$ cat src/shared/sadc_defs.vh
`ifndef SADC_DEFS_VH
`define SADC_DEFS_VH

// Register indexes; byte address is four times the index
`define SADC_IDX_ALT_SWALLOW 6'h0F
`define SADC_IDX_ALT_MAIN_HI 6'h10
`define SADC_IDX_ALT_MAIN_LO 6'h11
`define SADC_IDX_ALT_REF_HI 6'h12
`define SADC_IDX_ALT_REF_LO 6'h13
`define SADC_IDX_BIAS 6'h14
`define SADC_IDX_FE_CTRL 6'h15
`define SADC_IDX_FE_VALUE 6'h16
`define SADC_IDX_MAIN_MODE 6'h17

// Writable bit masks; reserved bits are neither stored nor read back
`define SADC_MASK_SWALLOW 8'h3F
`define SADC_MASK_CNT_HI 8'h0F
`define SADC_MASK_FULL 8'hFF
`define SADC_MASK_FE_CTRL 8'h0F
`define SADC_MASK_MODE 8'h03

// Bias register field positions
`define SADC_BIAS_HALVER 7
`define SADC_BIAS_OSC_HI 6
`define SADC_BIAS_OSC_LO 5
`define SADC_BIAS_AMP_HI 4
`define SADC_BIAS_AMP_LO 3
`define SADC_BIAS_BUF_HI 2

// Main mode field bit positions in the mode register
`define SADC_MODE_HI_BIT 1
`define SADC_MODE_LO_BIT 0

// Main mode codes
`define SADC_MODE_DOWN 2'h0
`define SADC_MODE_STANDBY 2'h1
`define SADC_MODE_RX 2'h2
`define SADC_MODE_TX 2'h3

// Reset values
`define SADC_RST_ZERO 8'h00
`define SADC_RST_BIAS 8'hA3
`define SADC_RST_MODE 2'h0

`endif

$ cat src/verilog/sadc_bank.v
// The Wishbone interface to the registers is this design's own decision.
`include "sadc_defs.vh"

module sadc_bank #(
    parameter MAIN_W = 12,
    parameter SWALLOW_W = 6
) (
    // Clock and reset
    input wire clock,
    input wire rst_b,
    // Wishbone slave
    input wire wb_cyc_i,
    input wire wb_stb_i,
    input wire wb_we_i,
    input wire [7:0] wb_adr_i,
    input wire [3:0] wb_sel_i,
    input wire [31:0] wb_dat_i,
    output reg [31:0] wb_dat_o,
    output wire wb_ack_o,
    // Frequency error estimator result, same clock
    input wire fe_valid,
    input wire [7:0] fe_estimate,
    // Alternate divider set
    output reg [SWALLOW_W-1:0] alt_swallow_count,
    output reg [MAIN_W-1:0] alt_main_count,
    output reg [MAIN_W-1:0] alt_ref_count,
    // Bias fields
    output reg halver_high_bias,
    output reg [1:0] osc_buffer_bias,
    output reg [1:0] amp_bias,
    output reg [2:0] amp_buffer_bias,
    // Estimator control
    output reg [3:0] freq_error_ctrl,
    // Operating state
    output reg power_down,
    output reg osc_enable,
    output reg rx_enable,
    output reg tx_enable,
    output reg amp_enable
);

    // Operating states, binary coded
    localparam ST_DOWN = 2'h0;
    localparam ST_STANDBY = 2'h1;
    localparam ST_RX = 2'h2;
    localparam ST_TX = 2'h3;

    // Bias reset byte; the field outputs reset to slices of it
    localparam [7:0] RST_BIAS = `SADC_RST_BIAS;

    // Decoded bus access
    wire acc_take;
    wire acc_write;
    wire [5:0] acc_index;
    // Byte written by software
    wire [7:0] wr_byte = wb_dat_i[7:0];

    // Stored register bytes, reserved bits held at zero
    reg [7:0] swallow_reg;
    reg [7:0] main_hi_reg;
    reg [7:0] main_lo_reg;
    reg [7:0] ref_hi_reg;
    reg [7:0] ref_lo_reg;
    reg [7:0] bias_reg;
    reg [7:0] fe_ctrl_reg;
    reg [7:0] fe_value_reg;
    reg [1:0] main_mode;
    // Current operating state
    reg [1:0] op_state;
    reg [1:0] next_op_state;
    // Read data chosen for the current access
    reg [7:0] next_rd_byte;

    // Keeps only the writable bits of a byte
    function [7:0] keep_bits;
        input [7:0] value;
        input [7:0] mask;
        begin
            keep_bits = value & mask;
        end
    endfunction

    // True when this access writes the given index
    function hit;
        input [5:0] idx;
        input [5:0] want;
        input wr;
        begin
            hit = wr & (idx == want);
        end
    endfunction

    // Bus front end
    sadc_wb_slave u_slave (
        .clock(clock),
        .rst_b(rst_b),
        .wb_cyc_i(wb_cyc_i),
        .wb_stb_i(wb_stb_i),
        .wb_we_i(wb_we_i),
        .wb_adr_i(wb_adr_i),
        .wb_sel_i(wb_sel_i),
        .acc_take(acc_take),
        .acc_write(acc_write),
        .acc_index(acc_index),
        .wb_ack_o(wb_ack_o)
    );

    // Register writes; power down never clears them
    always @(posedge clock or negedge rst_b) begin
        if (!rst_b) begin
            swallow_reg <= `SADC_RST_ZERO;
            main_hi_reg <= `SADC_RST_ZERO;
            main_lo_reg <= `SADC_RST_ZERO;
            ref_hi_reg <= `SADC_RST_ZERO;
            ref_lo_reg <= `SADC_RST_ZERO;
            bias_reg <= `SADC_RST_BIAS;
            fe_ctrl_reg <= `SADC_RST_ZERO;
            main_mode <= `SADC_RST_MODE;
        end else begin
            // Swallow count, top two bits dropped
            if (hit(acc_index, `SADC_IDX_ALT_SWALLOW, acc_write)) begin
                swallow_reg <= keep_bits(wr_byte, `SADC_MASK_SWALLOW);
            end
            // Main count upper nibble
            if (hit(acc_index, `SADC_IDX_ALT_MAIN_HI, acc_write)) begin
                main_hi_reg <= keep_bits(wr_byte, `SADC_MASK_CNT_HI);
            end
            // Main count lower byte
            if (hit(acc_index, `SADC_IDX_ALT_MAIN_LO, acc_write)) begin
                main_lo_reg <= keep_bits(wr_byte, `SADC_MASK_FULL);
            end
            // Reference count upper nibble
            if (hit(acc_index, `SADC_IDX_ALT_REF_HI, acc_write)) begin
                ref_hi_reg <= keep_bits(wr_byte, `SADC_MASK_CNT_HI);
            end
            // Reference count lower byte
            if (hit(acc_index, `SADC_IDX_ALT_REF_LO, acc_write)) begin
                ref_lo_reg <= keep_bits(wr_byte, `SADC_MASK_FULL);
            end
            // Bias byte stored as written; host supplies the fixed pattern
            if (hit(acc_index, `SADC_IDX_BIAS, acc_write)) begin
                bias_reg <= keep_bits(wr_byte, `SADC_MASK_FULL);
            end
            // Estimator control, low nibble only
            if (hit(acc_index, `SADC_IDX_FE_CTRL, acc_write)) begin
                fe_ctrl_reg <= keep_bits(wr_byte, `SADC_MASK_FE_CTRL);
            end
            // Main mode field
            if (hit(acc_index, `SADC_IDX_MAIN_MODE, acc_write)) begin
                main_mode <= wr_byte[`SADC_MODE_HI_BIT:`SADC_MODE_LO_BIT];
            end
            // Estimate byte and unmapped indexes: the write is dropped
        end
    end

    // Estimate capture; writes to this read-only byte are ignored
    always @(posedge clock or negedge rst_b) begin
        if (!rst_b) begin
            fe_value_reg <= `SADC_RST_ZERO;
        end else if (fe_valid && op_state == ST_RX) begin
            // Estimator only runs while receiving
            fe_value_reg <= fe_estimate;
        end
    end

    // Read data select; unmapped and reserved bits give zero
    always @* begin
        next_rd_byte = 8'h00;
        case (acc_index)
            `SADC_IDX_ALT_SWALLOW: begin
                next_rd_byte = swallow_reg;
            end
            `SADC_IDX_ALT_MAIN_HI: begin
                next_rd_byte = main_hi_reg;
            end
            `SADC_IDX_ALT_MAIN_LO: begin
                next_rd_byte = main_lo_reg;
            end
            `SADC_IDX_ALT_REF_HI: begin
                next_rd_byte = ref_hi_reg;
            end
            `SADC_IDX_ALT_REF_LO: begin
                next_rd_byte = ref_lo_reg;
            end
            `SADC_IDX_BIAS: begin
                next_rd_byte = bias_reg;
            end
            `SADC_IDX_FE_CTRL: begin
                next_rd_byte = fe_ctrl_reg;
            end
            `SADC_IDX_FE_VALUE: begin
                // Bit 7 is the most significant
                next_rd_byte = fe_value_reg;
            end
            `SADC_IDX_MAIN_MODE: begin
                next_rd_byte = {6'h00, main_mode};
            end
            default: begin
                // Unmapped index reads as zero
                next_rd_byte = 8'h00;
            end
        endcase
    end

    // Read data registered with the ack; upper lanes always zero
    always @(posedge clock or negedge rst_b) begin
        if (!rst_b) begin
            wb_dat_o <= 32'h0000_0000;
        end else if (acc_take) begin
            // Loaded at the take edge, stands until the next take
            wb_dat_o <= {24'h000000, next_rd_byte};
        end
    end

    // Next operating state follows the mode field
    always @* begin
        case (main_mode)
            `SADC_MODE_DOWN: begin
                next_op_state = ST_DOWN;
            end
            `SADC_MODE_STANDBY: begin
                next_op_state = ST_STANDBY;
            end
            `SADC_MODE_RX: begin
                next_op_state = ST_RX;
            end
            `SADC_MODE_TX: begin
                next_op_state = ST_TX;
            end
            default: begin
                next_op_state = ST_DOWN;
            end
        endcase
    end

    // Operating state register
    always @(posedge clock or negedge rst_b) begin
        if (!rst_b) begin
            op_state <= ST_DOWN;
        end else begin
            op_state <= next_op_state;
        end
    end

    // Enables decoded from the state, one cycle after it
    always @(posedge clock or negedge rst_b) begin
        if (!rst_b) begin
            power_down <= 1'b1;
            osc_enable <= 1'b0;
            rx_enable <= 1'b0;
            tx_enable <= 1'b0;
            amp_enable <= 1'b0;
        end else begin
            // Only mode 00 stops everything
            power_down <= (op_state == ST_DOWN);
            // Oscillator runs in every mode but power down
            osc_enable <= (op_state != ST_DOWN);
            // Receive and transmit never overlap
            rx_enable <= (op_state == ST_RX);
            tx_enable <= (op_state == ST_TX);
            // The amplifier stage is never enabled by the mode alone
            amp_enable <= 1'b0;
        end
    end

    // Field outputs, held across power down
    always @(posedge clock or negedge rst_b) begin
        if (!rst_b) begin
            alt_swallow_count <= {SWALLOW_W{1'b0}};
            alt_main_count <= {MAIN_W{1'b0}};
            alt_ref_count <= {MAIN_W{1'b0}};
            halver_high_bias <= RST_BIAS[`SADC_BIAS_HALVER];
            osc_buffer_bias <= RST_BIAS[`SADC_BIAS_OSC_HI:`SADC_BIAS_OSC_LO];
            amp_bias <= RST_BIAS[`SADC_BIAS_AMP_HI:`SADC_BIAS_AMP_LO];
            amp_buffer_bias <= RST_BIAS[`SADC_BIAS_BUF_HI:0];
            freq_error_ctrl <= 4'h0;
        end else begin
            alt_swallow_count <= swallow_reg[SWALLOW_W-1:0];
            // Upper nibble then lower byte
            alt_main_count <= {main_hi_reg[3:0], main_lo_reg};
            alt_ref_count <= {ref_hi_reg[3:0], ref_lo_reg};
            // Bias fields at fixed bit positions of the stored byte
            halver_high_bias <= bias_reg[`SADC_BIAS_HALVER];
            osc_buffer_bias <= bias_reg[`SADC_BIAS_OSC_HI:`SADC_BIAS_OSC_LO];
            amp_bias <= bias_reg[`SADC_BIAS_AMP_HI:`SADC_BIAS_AMP_LO];
            amp_buffer_bias <= bias_reg[`SADC_BIAS_BUF_HI:0];
            // Estimator control, low nibble only
            freq_error_ctrl <= fe_ctrl_reg[3:0];
        end
    end

endmodule // sadc_bank

$ cat src/verilog/sadc_wb_slave.v
`include "sadc_defs.vh"

// Wishbone classic slave front end: one ack per request
module sadc_wb_slave (
    // Clock and reset
    input wire clock,
    input wire rst_b,
    // Wishbone request
    input wire wb_cyc_i,
    input wire wb_stb_i,
    input wire wb_we_i,
    input wire [7:0] wb_adr_i,
    input wire [3:0] wb_sel_i,
    // Decoded access toward the register file
    output wire acc_take,
    output wire acc_write,
    output wire [5:0] acc_index,
    // Acknowledge
    output reg wb_ack_o
);

    // Request taken only while no ack stands, so each cycle acks once
    assign acc_take = wb_cyc_i & wb_stb_i & ~wb_ack_o;
    // Only the low byte lane carries register data
    assign acc_write = acc_take & wb_we_i & wb_sel_i[0];
    // Word index from the byte address
    assign acc_index = wb_adr_i[7:2];

    // Ack follows the take edge and drops the next cycle
    always @(posedge clock or negedge rst_b) begin
        if (!rst_b) begin
            wb_ack_o <= 1'b0;
        end else begin
            wb_ack_o <= acc_take;
        end
    end

endmodule // sadc_wb_slave
$ cat config.mk
export PLATFORM = sky130hd
export DESIGN_NAME = sadc_bank
export DESIGN_NICKNAME = d
export VERILOG_FILES = /design/src/verilog/sadc_bank.v /design/src/verilog/sadc_wb_slave.v
export VERILOG_INCLUDE_DIRS = /design/src /design/src/shared
export SDC_FILE = /design/constraint.sdc
export NUM_CORES = 1
export LEC_CHECK = 0
export BUFFER_PORTS_ARGS = -buffer_cell sky130_fd_sc_hd__clkbuf_2
export CAP_MARGIN = 30
export CORE_AREA = 2 2 114 116
export DETAILED_ROUTE_END_ITERATION = 8
export DIE_AREA = 0 0 116 118
export GPL_TIMING_DRIVEN = 0
export PLACE_DENSITY_LB_ADDON = 0.08
export SLEW_MARGIN = 20
export SYNTH_ARGS = -nofsm -noshare
export SYNTH_HDL_FRONTEND = slang
export SYNTH_SLANG_ARGS = --single-unit
$ cat constraint.sdc
create_clock -name clock -period 2.1 [get_ports clock]
set_input_delay 0 -clock clock [delete_from_list [all_inputs] [get_ports clock]]
set_output_delay 0 -clock clock [all_outputs]
set_load 0.005 [all_outputs]
# Yosys cells after proc, flatten, opt, wreduce, memory -nomap -nowiden

Cells that the tools add are included.

Reduce and logical (&&, ||, !) cells: 4
Equal/unequal tests: 14
Muxes and demuxes: 2
Bitwise gates (word level): 13

Operator list:

| kind                                                                   | count |
|---|---|
| 8-bit one-hot mux with 9 select lines                                  | 1 |
| 6-bit by 5-bit equality test with 1-bit output (second input constant) | 8 |
| 1-bit bitwise AND                                                      | 12 |
| 2-bit equality test (second input constant)                            | 4 |
| 2-bit one-hot mux with 4 select lines                                  | 1 |
| 6-bit by 4-bit equality test with 1-bit output (second input constant) | 1 |
| 2-bit zero test                                                        | 2 |
| 2-bit by 1-bit equality test with 1-bit output (second input constant) | 1 |
| 2-bit nonzero test                                                     | 1 |
| 1-bit logical AND                                                      | 1 |
| 1-bit inverter                                                         | 1 |

Flip-flop bits (word level): 109
Output and inout bits: 80
Logic and storage cells: 57
Input port bits: 58

# Longest topological paths before layout

Gate-level depths: netlist (run 1).

Depth in word-level cells: 5
Mapped depth: 7
Mapped depth without buffers: 6

# Hierarchy

A second synthesis (run 1) with hierarchy kept.

Cell total of the unflattened synthesis: 308
Area total of the unflattened synthesis: 4,518.1 µm²

Modules (own cells, without submodules):

| module        | cells an instance | sequential area each (µm²) | area an instance (µm²) | instances |
|---|---|---|---|---|
| sadc_bank     | 299               | 2,713.9                    | 4,433.0                | 1 |
| sadc_wb_slave | 9                 | 25.0                       | 85.1                   | 1 |

# Least setup slack after synthesis (run 1)

Ideal clock, no wire load.

Path kind: register to register
Start: reg u_slave.wb_ack_o
End: reg ref_hi_reg[0]
Setup slack: 0.281 ns
Setup time: 0.125 ns
Cell stages (with the launch flop): 6
Data arrival time: 1.694 ns
Data required time: 1.975 ns
Path through: dfrtp_1 > or2_2 > inv_1 > nand3_1 > nor4_4 > mux2_2

Longest elaborated chain between the ends: 5

Ends and longest elaborated chain:

| what                            | RTL line           | RTL |
|---|---|---|
| start, declared                 | sadc_wb_slave.v:19 | `output reg wb_ack_o` |
| start signal, assigned          | sadc_wb_slave.v:34 | `wb_ack_o <= acc_take;` |
| 1-bit inverter                  | sadc_wb_slave.v:23 | `assign acc_take = wb_cyc_i & wb_stb_i & ~wb_ack_o;` |
| 1-bit bitwise AND               | sadc_wb_slave.v:23 |  |
| named net acc_take              | sadc_bank.v:52     | `wire acc_take;` |
| 1-bit bitwise AND (2 in series) | sadc_wb_slave.v:25 | `assign acc_write = acc_take & wb_we_i & wb_sel_i[0];` |
| 1-bit bitwise AND               | sadc_bank.v:89     | `hit = wr & (idx == want);` |
| end signal, assigned            | sadc_bank.v:114    | `` ref_hi_reg <= `SADC_RST_ZERO; `` |
| end signal, assigned            | sadc_bank.v:134    | `` ref_hi_reg <= keep_bits(wr_byte, `SADC_MASK_CNT_HI); `` |
| end, declared                   | sadc_bank.v:62     | `reg [7:0] ref_hi_reg;` |

The timed path passes the listed nets, and every way through them passes these cells.
A chain may end at the register's enable or synchronous reset.

# Worst setup path in the final report (run 1)

Start: reg u_slave.wb_ack_o
End: reg ref_hi_reg[3]

The elaborated chain is that of the path after synthesis.

==> reports/metrics.yaml, run 1 <==
timing:
  rsz0062_at_grt: "no"
  min_period_ns: 1.90
  finalCritPeriodShare_pct: 90.5
  relSlewSlack_pct: 42.5
  finalHoldViolCount: 0
  setup_viol: 0
  clock_skew_ns: 0.00547
  tightest_slew_ns: 0.856
  finalSetupTns_ns: 0
  finalWorstSetupSlack_ns: 0.199
  whs_ns: 0.0133
  timing.fmax_ghz: 0.526
  maxSlewViolCount: 0
placement:
  place.gp.congestion: 0.799
  dp_hpwl_mm: 7.03
  dpl_worst_slack_ns: -0.138
  portBuffers: 81
worst_setup_path:
  r2r-start: "u_slave.wb_ack_o$_DFF_PN0_"
  r2r-end: "ref_hi_reg[3]$_DFFE_PN0P_"
  critPathBufInv: 2
  rrSetupSlack_ns: 0.20
  max_stage_delay_ns: 0.37
  crit_required_ns: 2.33
  worstSetupStartpointType: "register"
  critical-path-top-delay-family: "simple AND/OR/NAND/NOR gates"
  arrival_ns: 2.13
  path_cells: "or2_2, inv_1, nand3_2, nor4_4, buf_4, mux2_2"
  crit_fanout: 8
  slowest_stage: "dfrtp_1"
  critical_path_class: "reg -> reg"
  r2r_cells: 6
  end_kind: "register"
hold_path:
  worstHoldStart: "wb_cyc_i"
  whs_path_depth: 4
  hp-class: "in -> reg"
  worstHoldEndpoint: "u_slave.wb_ack_o$_DFF_PN0_"
die:
  rows: 41
  core_um2: 12400
  die_y_um: 118
  die-area_um2: 13700
  start_util_pct: 34.2
  die_x_um: 116
  pin_count: 138
logic_synthesis:
  ys_warn_count: 0
  ys_seq_area_share_pct: 64.5
  ys_ff_latch: 109
  yosysTopAreaCell: "dfrtp_1"
  synth_flop_cell: "dfrtp_1"
  synth_area_um2: 4250
  synth_top_area_share_pct: 58.9
  async_reset_ff_share_pct: 100
  yosysUniqueCellTypes: 46
  synth_edf_count: 0
  syn_area_per_cell_um2: 14.6
  synthCells: 292
  synthTopCellsByArea: "dfrtp_1 59%, mux2_2 14%, dfstp_2 5.6%"
power:
  switching_share_pct: 22.3
  switchingPower_mw: 0.898
  powerDensity_nw_per_um2: 745
  p_seq_share_pct: 54.5
  clkPwrFrac_pct: 38.4
  ir_drop_mv: 0.338
  combPwrFrac_pct: 7.1
  p_int_mw: 3.14
  p_leak_nw: 2.82
global_route:
  grt_pass1_wl_mm: 16.1
  overflow: 0
  grt_max_degree: 67
  grt_pass1_vias: 2814
  antenna_found_initial: 0
  track_usage_pct: 15.9
cells_and_area:
  drive_above_1_share_pct: 45.6
  final_cell_mix: "100 x dfrtp_1, 80 x clkbuf_2, 52 x mux2_2, 29 x buf_4, 25 x conb_1"
  synthToLayoutAreaGrowth_pct: 27.6
  final_common_cell: "dfrtp_1"
  final_nets: 483
  reg_top3: "alt_main_count: 12 flops, alt_ref_count: 12 flops"
  antenna_cells: 0
  final_util_pct: 43.7
clock_tree:
  clkLatencyLatePin_ns: 0.35
  root_buffer: "clkbuf_16"
  clk_path_buf_depth: 2
  htree_num_levels: 3
  cts_tree: "built"
  clk_pin_slew_ns: 0.06
  cts_buffers: 9
  cts_sinks: 109
outcome:
  status: "finished clean"
detailed_routing:
  first_pass_iters: 4
  vias: 2711
  drc: 0
  wire_per_inst_um: 17.1
  antenna_left: 0
  viasPerCell: 4.50
  drt_iter0_drc: 99
  wirelength_mm: 10.3
job:
  maxCapViolations: 0
-- synthesized netlist by cell type (4+ instances only) --
cell,number
nor3_1,4
a21o_1,4
dfrtp_1,100
nor2b_1,5
o21ai_0,5
nand2_1,9
mux2_2,52
a32oi_1,4
clkbuf_1,6
buf_4,27
a31oi_1,6
dfstp_2,9
inv_1,4
-- per-stage QoR --
step                      power, mW  cell area, um2  cells
final                          4.04            5420    602
after global routing           4.24            5420    602
after floorplan                2.36            4340    316
after CTS                      4.09            5420    602
after global placement         2.50            4960    569
after detailed placement       2.51            5000    570
-- tightest hold or removal path, delay by kind of cell --
kind                   cells  cell delay (ns)
buffers and inverters      2             0.16
AND/OR/NAND/NOR            2             0.15
-- layer usage --
metal / vias to the layer above / track usage, % / routed length (um)
met4: 0 / 6.03 / 168
met1: 1358 / 21.3 / 4550
met3: 12 / 4.07 / 527
met5: - / 0 / 0
li1: 1265 / - / -
met2: 76 / 24.8 / 5040
-- repair_timing --
item,in CTS,in global routing
setup buffers,2,0
hold buffers,14,0
pin swaps,1,0
gates resized for setup,1,1
hold endpoints to repair,129,0
setup endpoints to repair,8,44
-- kinds of logic after synthesis --
kind of cell           count (synthesis)  share of synthesized area, %
DFF                                  109                          64.5
buffers and inverters                 42                          6.51
other                                  1                        0.0883
AOI/OAI and AO/OA                     38                          6.51
and+or+nand+nor                       46                          7.69
muxes                                 56                          14.8
-- power groups by stage --
stage | registers, mW | logic (mW) | clock network, mW
after floorplan | 2.23 | 0.129 | 0
after global placement | 2.24 | 0.257 | 0
after detailed placement | 2.24 | 0.269 | 0
after CTS | 2.20 | 0.290 | 1.60
after global routing | 2.21 | 0.321 | 1.71
final | 2.20 | 0.286 | 1.55
-- worst max-delay path by stage --
stage,start,cells after the start,endpoint,slack (ns)
6_report,u_slave.wb_ack_o$_DFF_PN0_,6,ref_hi_reg[3]$_DFFE_PN0P_,0.20
5_1_grt,u_slave.wb_ack_o$_DFF_PN0_,6,ref_hi_reg[3]$_DFFE_PN0P_,0.04
4_1_cts,u_slave.wb_ack_o$_DFF_PN0_,6,ref_hi_reg[1]$_DFFE_PN0P_,0.03
3_5_place_dp,u_slave.wb_ack_o$_DFF_PN0_,5,ref_hi_reg[0]$_DFFE_PN0P_,-0.14
3_3_place_gp,rst_b,1,alt_ref_count[5]$_DFF_PN0_,-0.50
2_1_floorplan,u_slave.wb_ack_o$_DFF_PN0_,5,ref_hi_reg[0]$_DFFE_PN0P_,0.28
-- area by class of cell --
type / instances / area, um2
fillers: 1226 / 6990
flip-flops and latches: 109 / 2740
well taps: 172 / 215
plain buffers: 38 / 262
repair buffers: 98 / 597
clock inverters: 2 / 10.0
clock buffers: 14 / 254
inverters: 4 / 15.0
multi-input cells: 165 / 1330
Note: power is estimated with default switching activity, not from simulation.
==> run 2: changes to the inputs <==
--- a/config.mk
+++ b/config.mk
@@ -6,6 +6,7 @@
 export SDC_FILE = /design/constraint.sdc
 export NUM_CORES = 1
 export LEC_CHECK = 0
+export ABC_AREA = 1
 export BUFFER_PORTS_ARGS = -buffer_cell sky130_fd_sc_hd__clkbuf_2
 export CAP_MARGIN = 30
 export CORE_AREA = 2 2 114 116
==> run 2 against run 1 <==
Against the previous run:
- combinational power rose by 2%
- largest power group unchanged
- cell area rose by 1.4%
- clock power rose by 17%
- critical endpoint is now swallow_reg[2]$_DFFE_PN0P_
- largest cell class unchanged
==> reports/metrics.yaml, run 2 <==
detailed_routing:
  viasPerCell: 4.23
  antenna_left: 0
  wire_per_inst_um: 13.6
  drt_iter0_drc: 197
  first_pass_iters: 4
  wirelength_mm: 9.97
  drc: 0
  vias: 3107
hold_path:
  hp-class: "in -> reg"
worst_setup_path:
  critical_path_class: "reg -> reg"
  worstSetupStartpointType: "register"
  max_stage_delay_ns: 0.38
  crit_fanout: 10
  end_kind: "register"
  arrival_ns: 1.90
  crit_required_ns: 2.32
  path_cells: "nor2_1, nand2_2, nor2_4, nand3_1, buf_2, nand2_1, o21ai_0"
  slowest_stage: "dfrtp_1"
timing:
  clock_skew_ns: 0.00809
  timing.fmax_ghz: 0.595
  finalHoldViolCount: 0
  relSlewSlack_pct: 61.5
  min_period_ns: 1.68
  tightest_slew_ns: 0.575
  finalWorstSetupSlack_ns: 0.419
  setup_viol: 0
  maxSlewViolCount: 0
  rsz0062_at_grt: "no"
  finalCritPeriodShare_pct: 80.1
logic_synthesis:
  synth_flop_cell: "dfrtp_1"
  synth_top_area_share_pct: 58.4
  synthCells: 426
  synth_area_um2: 4290
  async_reset_ff_share_pct: 100
  synthTopCellsByArea: "dfrtp_1 58%, nand2_1 9.4%, dfstp_2 5.5%"
  yosysUniqueCellTypes: 21
  yosysMostFrequentCell: "nand2_1"
  ys_top_cells_by_count: "107 x nand2_1, 100 x dfrtp_1, 44 x o21ai_0"
  ys_warn_count: 0
  syn_area_per_cell_um2: 10.1
  synth_edf_count: 0
  ys_ff_latch: 109
  ys_seq_area_share_pct: 63.9
  yosysTopAreaCell: "dfrtp_1"
clock_tree:
  cts_sinks: 109
  cts_tree: "built"
  clkLatencyLatePin_ns: 0.35
  clk_pin_slew_ns: 0.07
  cts_buffers: 9
  htree_num_levels: 3
  clk_path_buf_depth: 2
  ctsResizeCount: 0
  root_buffer: "clkbuf_16"
placement:
  dpl_worst_slack_ns: 0.395
  dp_hpwl_mm: 7.21
  dp.cells: 706
  portBuffers: 83
  place.gp.congestion: 0.800
  dpl_cell_area_um2: 5040
power:
  ir_drop_mv: 0.380
  p_leak_nw: 2.92
  powerDensity_nw_per_um2: 785
  total_power_mw: 4.31
global_route:
  overflow: 0
  grt_pass1_vias: 2983
  antenna_found_initial: 0
  grt_pass1_wl_mm: 16.0
  grt_max_degree: 59
  track_usage_pct: 15.6
die:
  die_x_um: 116
  die_y_um: 118
  rows: 41
  start_util_pct: 34.5
  core_um2: 12400
  die-area_um2: 13700
  pin_count: 138
cells_and_area:
  final_nets: 616
  antenna_cells: 0
  fillCellCount: 1283
  synthToLayoutAreaGrowth_pct: 28.3
  final_cells: 735
  final_common_cell: "nand2_1"
  final_cell_mix: "107 x nand2_1, 100 x dfrtp_1, 82 x clkbuf_2, 44 x o21ai_0, 38 x nand3_1"
  final_cell_area_um2: 5500
  drive_above_1_share_pct: 29.8
  reg_top3: "alt_main_count: 12 flops, alt_ref_count: 12 flops"
job:
  maxCapViolations: 0
outcome:
  status: "finished clean"
run 2: cell types whose count changed after synthesis, sizes merged, moves of 4 or more:
cell,delta
nand2,+103
mux2,-50
o21ai,+46
nand3,+35
nor2,+35
inv,+31
a31oi,-6
nor2b,-5
a21o,-4
a32oi,-4
nor3,-4
run 2: critical path: cells and delay by family, from the launching register on:
kind	cells	cell delay, ns
AND/OR/NAND/NOR	5	0.88
AO/OA/AOI/OAI	1	0.07
flip-flops	1	0.38
buffers and inverters	1	0.22
run 2: where the power goes:
part           internal [mW]  switching, mW
Clock                   1.05          0.769
Combinational          0.121          0.169
Sequential              2.17         0.0355
Total                   3.34          0.973
run 2: logic make-up after synthesis:
group | count (synthesis) | synth area share (%)
buf+inv | 69 | 8.58
other cells | 1 | 0.0875
flops | 109 | 63.9
compound gates | 57 | 7.36
mux | 3 | 0.788
simple gates | 187 | 19.3
run 2: per-stage QoR:
stage	TNS, ns	hold slack (ns)	util [%]
6_report	0	0.0646	44.3
3_3_place_gp	-42.98	0.245	40.3
5_1_grt	0	0.0622	44.3
4_1_cts	0	0.0659	44.3
3_5_place_dp	0	-0.0205	40.6
2_1_floorplan	0	-0.296	-
run 2: timing repair:
| item | CTS | global route |
|---|---|---|
| endpoints found under the hold margin | 111 | 0 |
| hold buffers | 13 | 0 |
| buffers inserted | 0 | 0 |
run 2: final cells by class:
cell class	instances	area [um2]	area share, %
repair buffers	97	582	10.6
clock buffers	9	225	4.10
plain buffers	33	233	4.23
flip-flops and latches	109	2740	49.8
well taps	172	215	3.92
multi-input cells	272	1270	23.1
inverters	36	135	2.46
clock inverters	7	98.8	1.80
run 2: final timing paths:
| path | start | endpoint | slack (ns) | depth (start not counted) |
|---|---|---|---|---|
| setup / recovery | u_slave.wb_ack_o$_DFF_PN0_ | swallow_reg[2]$_DFFE_PN0P_ | 0.42 | 7 |
| hold / removal | wb_dat_i[3] | main_lo_reg[3]$_DFFE_PN0P_ | 0.06 | 3 |
| setup reg to reg | u_slave.wb_ack_o$_DFF_PN0_ | swallow_reg[2]$_DFFE_PN0P_ | 0.42 | 7 |
| hold reg to reg | bias_reg[7]$_DFFE_PN1P_ | halver_high_bias$_DFF_PN1_ | 0.38 | 0 |
| max in group asynchronous | rst_b | bias_reg[5]$_DFFE_PN1P_ | 1.28 | 3 |
| min in group asynchronous | rst_b | alt_main_count[9]$_DFF_PN0_ | 0.16 | 2 |
run 2: metal layers:
metal  track usage [%]  up-vias  wire length, um
met4              5.65        0              113
met2              23.6       75             4730
li1                  -     1570                -
met1              21.7     1456             4660
met3              3.81        6              466
met5                 0        -                0
==> run 3: changes to the inputs <==
==> constraint.sdc (replaced) <==
create_clock -name clock -period 1.4 [get_ports clock]
set_input_delay 0 -clock clock [delete_from_list [all_inputs] [get_ports clock]]
set_output_delay 0 -clock clock [all_outputs]
set_load 0.005 [all_outputs]
==> run 3 against run 2 <==
Against the previous run:
- utilization grew 1.1 points
- die area unchanged
- sequential cell count unchanged
- cell area is 2.5% higher
- sequential power increased by 50%
- maximum frequency is 23% higher
- register-to-register slack worse by 0.39 ns
- largest cell class unchanged
- non-clock buffer count rose by 3
==> reports/metrics.yaml, run 3 (synthesis results as in run 2) <==
outcome:
  status: "finished clean"
detailed_routing:
  met3_length_um: 487
  vias: 3146
  wirelength_mm: 10.1
  wire_per_inst_um: 13.6
  m1WireLength_mm: 4.70
  top_layer: "met4"
  drt_iter0_drc: 173
  first_pass_iters: 4
  wl_met2_mm: 4.72
  antenna_left: 0
  drc: 0
  viasPerCell: 4.26
worst_setup_path:
  r2r-end: "main_lo_reg[5]$_DFFE_PN0P_"
  crit_fanout: 10
  crit_required_ns: 1.65
  end_kind: "register"
  critical_path_class: "reg -> reg"
  r2r_cells: 8
  arrival_ns: 1.62
  rrSetupSlack_ns: 0.03
  worstSetupStartpointType: "register"
  r2r-start: "u_slave.wb_ack_o$_DFF_PN0_"
job:
  maxCapViolations: 0
cells_and_area:
  final_common_cell: "nand2_1"
  drive_above_1_share_pct: 32.9
  synthToLayoutAreaGrowth_pct: 31.5
  final_cell_area_um2: 5640
  reg_top3: "alt_main_count: 12 flops, alt_ref_count: 12 flops"
  antenna_cells: 0
  final_cell_mix: "103 x nand2_1, 100 x dfrtp_1, 83 x clkbuf_2, 34 x nand3_1, 33 x inv_1"
  final_nets: 619
  final_util_pct: 45.4
die:
  die_y_um: 118
  pin_count: 138
  rows: 41
  core_um2: 12400
  start_util_pct: 34.5
  die-area_um2: 13700
  die_x_um: 116
global_route:
  grt_max_degree: 59
  grt_pass1_wl_mm: 16.1
  antenna_found_initial: 0
  grt_pass1_vias: 2992
  overflow: 0
  track_usage_pct: 15.6
power:
  ir_drop_mv: 0.572
  powerDensity_nw_per_um2: 1150
  p_leak_nw: 3.01
placement:
  dpl_cell_area_um2: 5040
  place.gp.congestion: 0.800
  dp_hpwl_mm: 7.21
  dpl_worst_slack_ns: -0.305
  portBuffers: 83
hold_path:
  worstHoldStart: "fe_valid"
  worstHoldEndpoint: "fe_value_reg[0]$_DFFE_PN0P_"
  whs_path_depth: 3
  hp-class: "in -> reg"
timing:
  rsz0062_at_grt: "yes"
  clock_skew_ns: 0.00620
  finalCritPeriodShare_pct: 97.8
  maxSlewViolCount: 0
  tightest_slew_ns: 0.717
  timing.fmax_ghz: 0.731
  min_period_ns: 1.37
  relSlewSlack_pct: 52.0
  finalWorstSetupSlack_ns: 0.0314
  finalHoldViolCount: 0
  setup_viol: 0
clock_tree:
  clk_path_buf_depth: 2
  root_buffer: "clkbuf_16"
  clkLatencyLatePin_ns: 0.35
  htree_num_levels: 3
  cts_sinks: 109
  cts_tree: "built"
  clk_pin_slew_ns: 0.07
  cts_buffers: 9
run 3: cell count changes in the layout (fill, tap and decap cells not counted), moves of 3 or more:
cell / before / now
o21ai_2: 8 / 12
nand2_4: 0 / 4
nand2_1: 107 / 103
o21ai_0: 44 / 31
nand3_1: 38 / 34
o21ai_1: 0 / 9
nand3_2: 0 / 3
run 3: critical path: stages, from the launching register on:
cell	delay [ns]
dfrtp_1	0.39
nor2_2	0.13
nand2_4	0.07
nor2_4	0.12
buf_12	0.16
nand2_4	0.11
buf_12	0.17
nand2_1	0.07
o21ai_2	0.05
run 3: routing by layer:
metal  up-vias  global-route usage (%)
li1       1581                       -
met1      1475                    21.9
met2        78                    23.6
met3        12                    3.81
met4         0                    5.58
met5         -                       0
run 3: layout make-up:
cell class | instances | area [um2]
fill | 1264 | 6780
sequential | 109 | 2740
multi-input combinational | 272 | 1340
timing repair buffer | 101 | 626
buffer | 32 | 250
clock buffer | 9 | 225
tap | 172 | 215
inverter | 36 | 139
clock inverter | 7 | 98.8
run 3: report_power, final:
group | switching [mW] | internal, mW | total, mW
Clock | 1.15 | 1.58 | 2.73
Sequential | 0.0534 | 3.25 | 3.30
Combinational | 0.264 | 0.191 | 0.455
Total | 1.47 | 5.02 | 6.49
run 3: what timing repair did:
| item | in CTS | in global routing |
|---|---|---|
| endpoints found under the setup margin | 44 | 43 |
| pin swaps | 3 | 0 |
| endpoints found under the hold margin | 111 | 0 |
| hold buffers | 13 | 0 |
| gates cloned | 1 | 1 |
| gates resized for setup | 10 | 34 |
| setup buffers | 2 | 0 |
run 3: worst max-delay path by stage:
stage | to | start | slack [ns]
6_report | main_lo_reg[5]$_DFFE_PN0P_ | u_slave.wb_ack_o$_DFF_PN0_ | 0.03
5_1_grt | ref_lo_reg[6]$_DFFE_PN0P_ | u_slave.wb_ack_o$_DFF_PN0_ | -0.07
4_1_cts | ref_lo_reg[6]$_DFFE_PN0P_ | u_slave.wb_ack_o$_DFF_PN0_ | -0.00001
3_5_place_dp | main_lo_reg[5]$_DFFE_PN0P_ | u_slave.wb_ack_o$_DFF_PN0_ | -0.30
3_3_place_gp | osc_buffer_bias[1]$_DFF_PN0_ | rst_b | -1.14
2_1_floorplan | swallow_reg[1]$_DFFE_PN0P_ | u_slave.wb_ack_o$_DFF_PN0_ | 0.05
run 3: stage by stage:
stage,power (mW),cells,setup TNS [ns],hold WS (ns)
2_1_floorplan,3.56,450,0,-0.296
3_3_place_gp,3.76,705,-126.62,0.245
3_5_place_dp,3.78,706,-10.92,-0.0205
4_1_cts,6.56,738,-0.0000113,0.0659
5_1_grt,6.79,738,-0.644,0.0647
6_report,6.49,738,0,0.0732
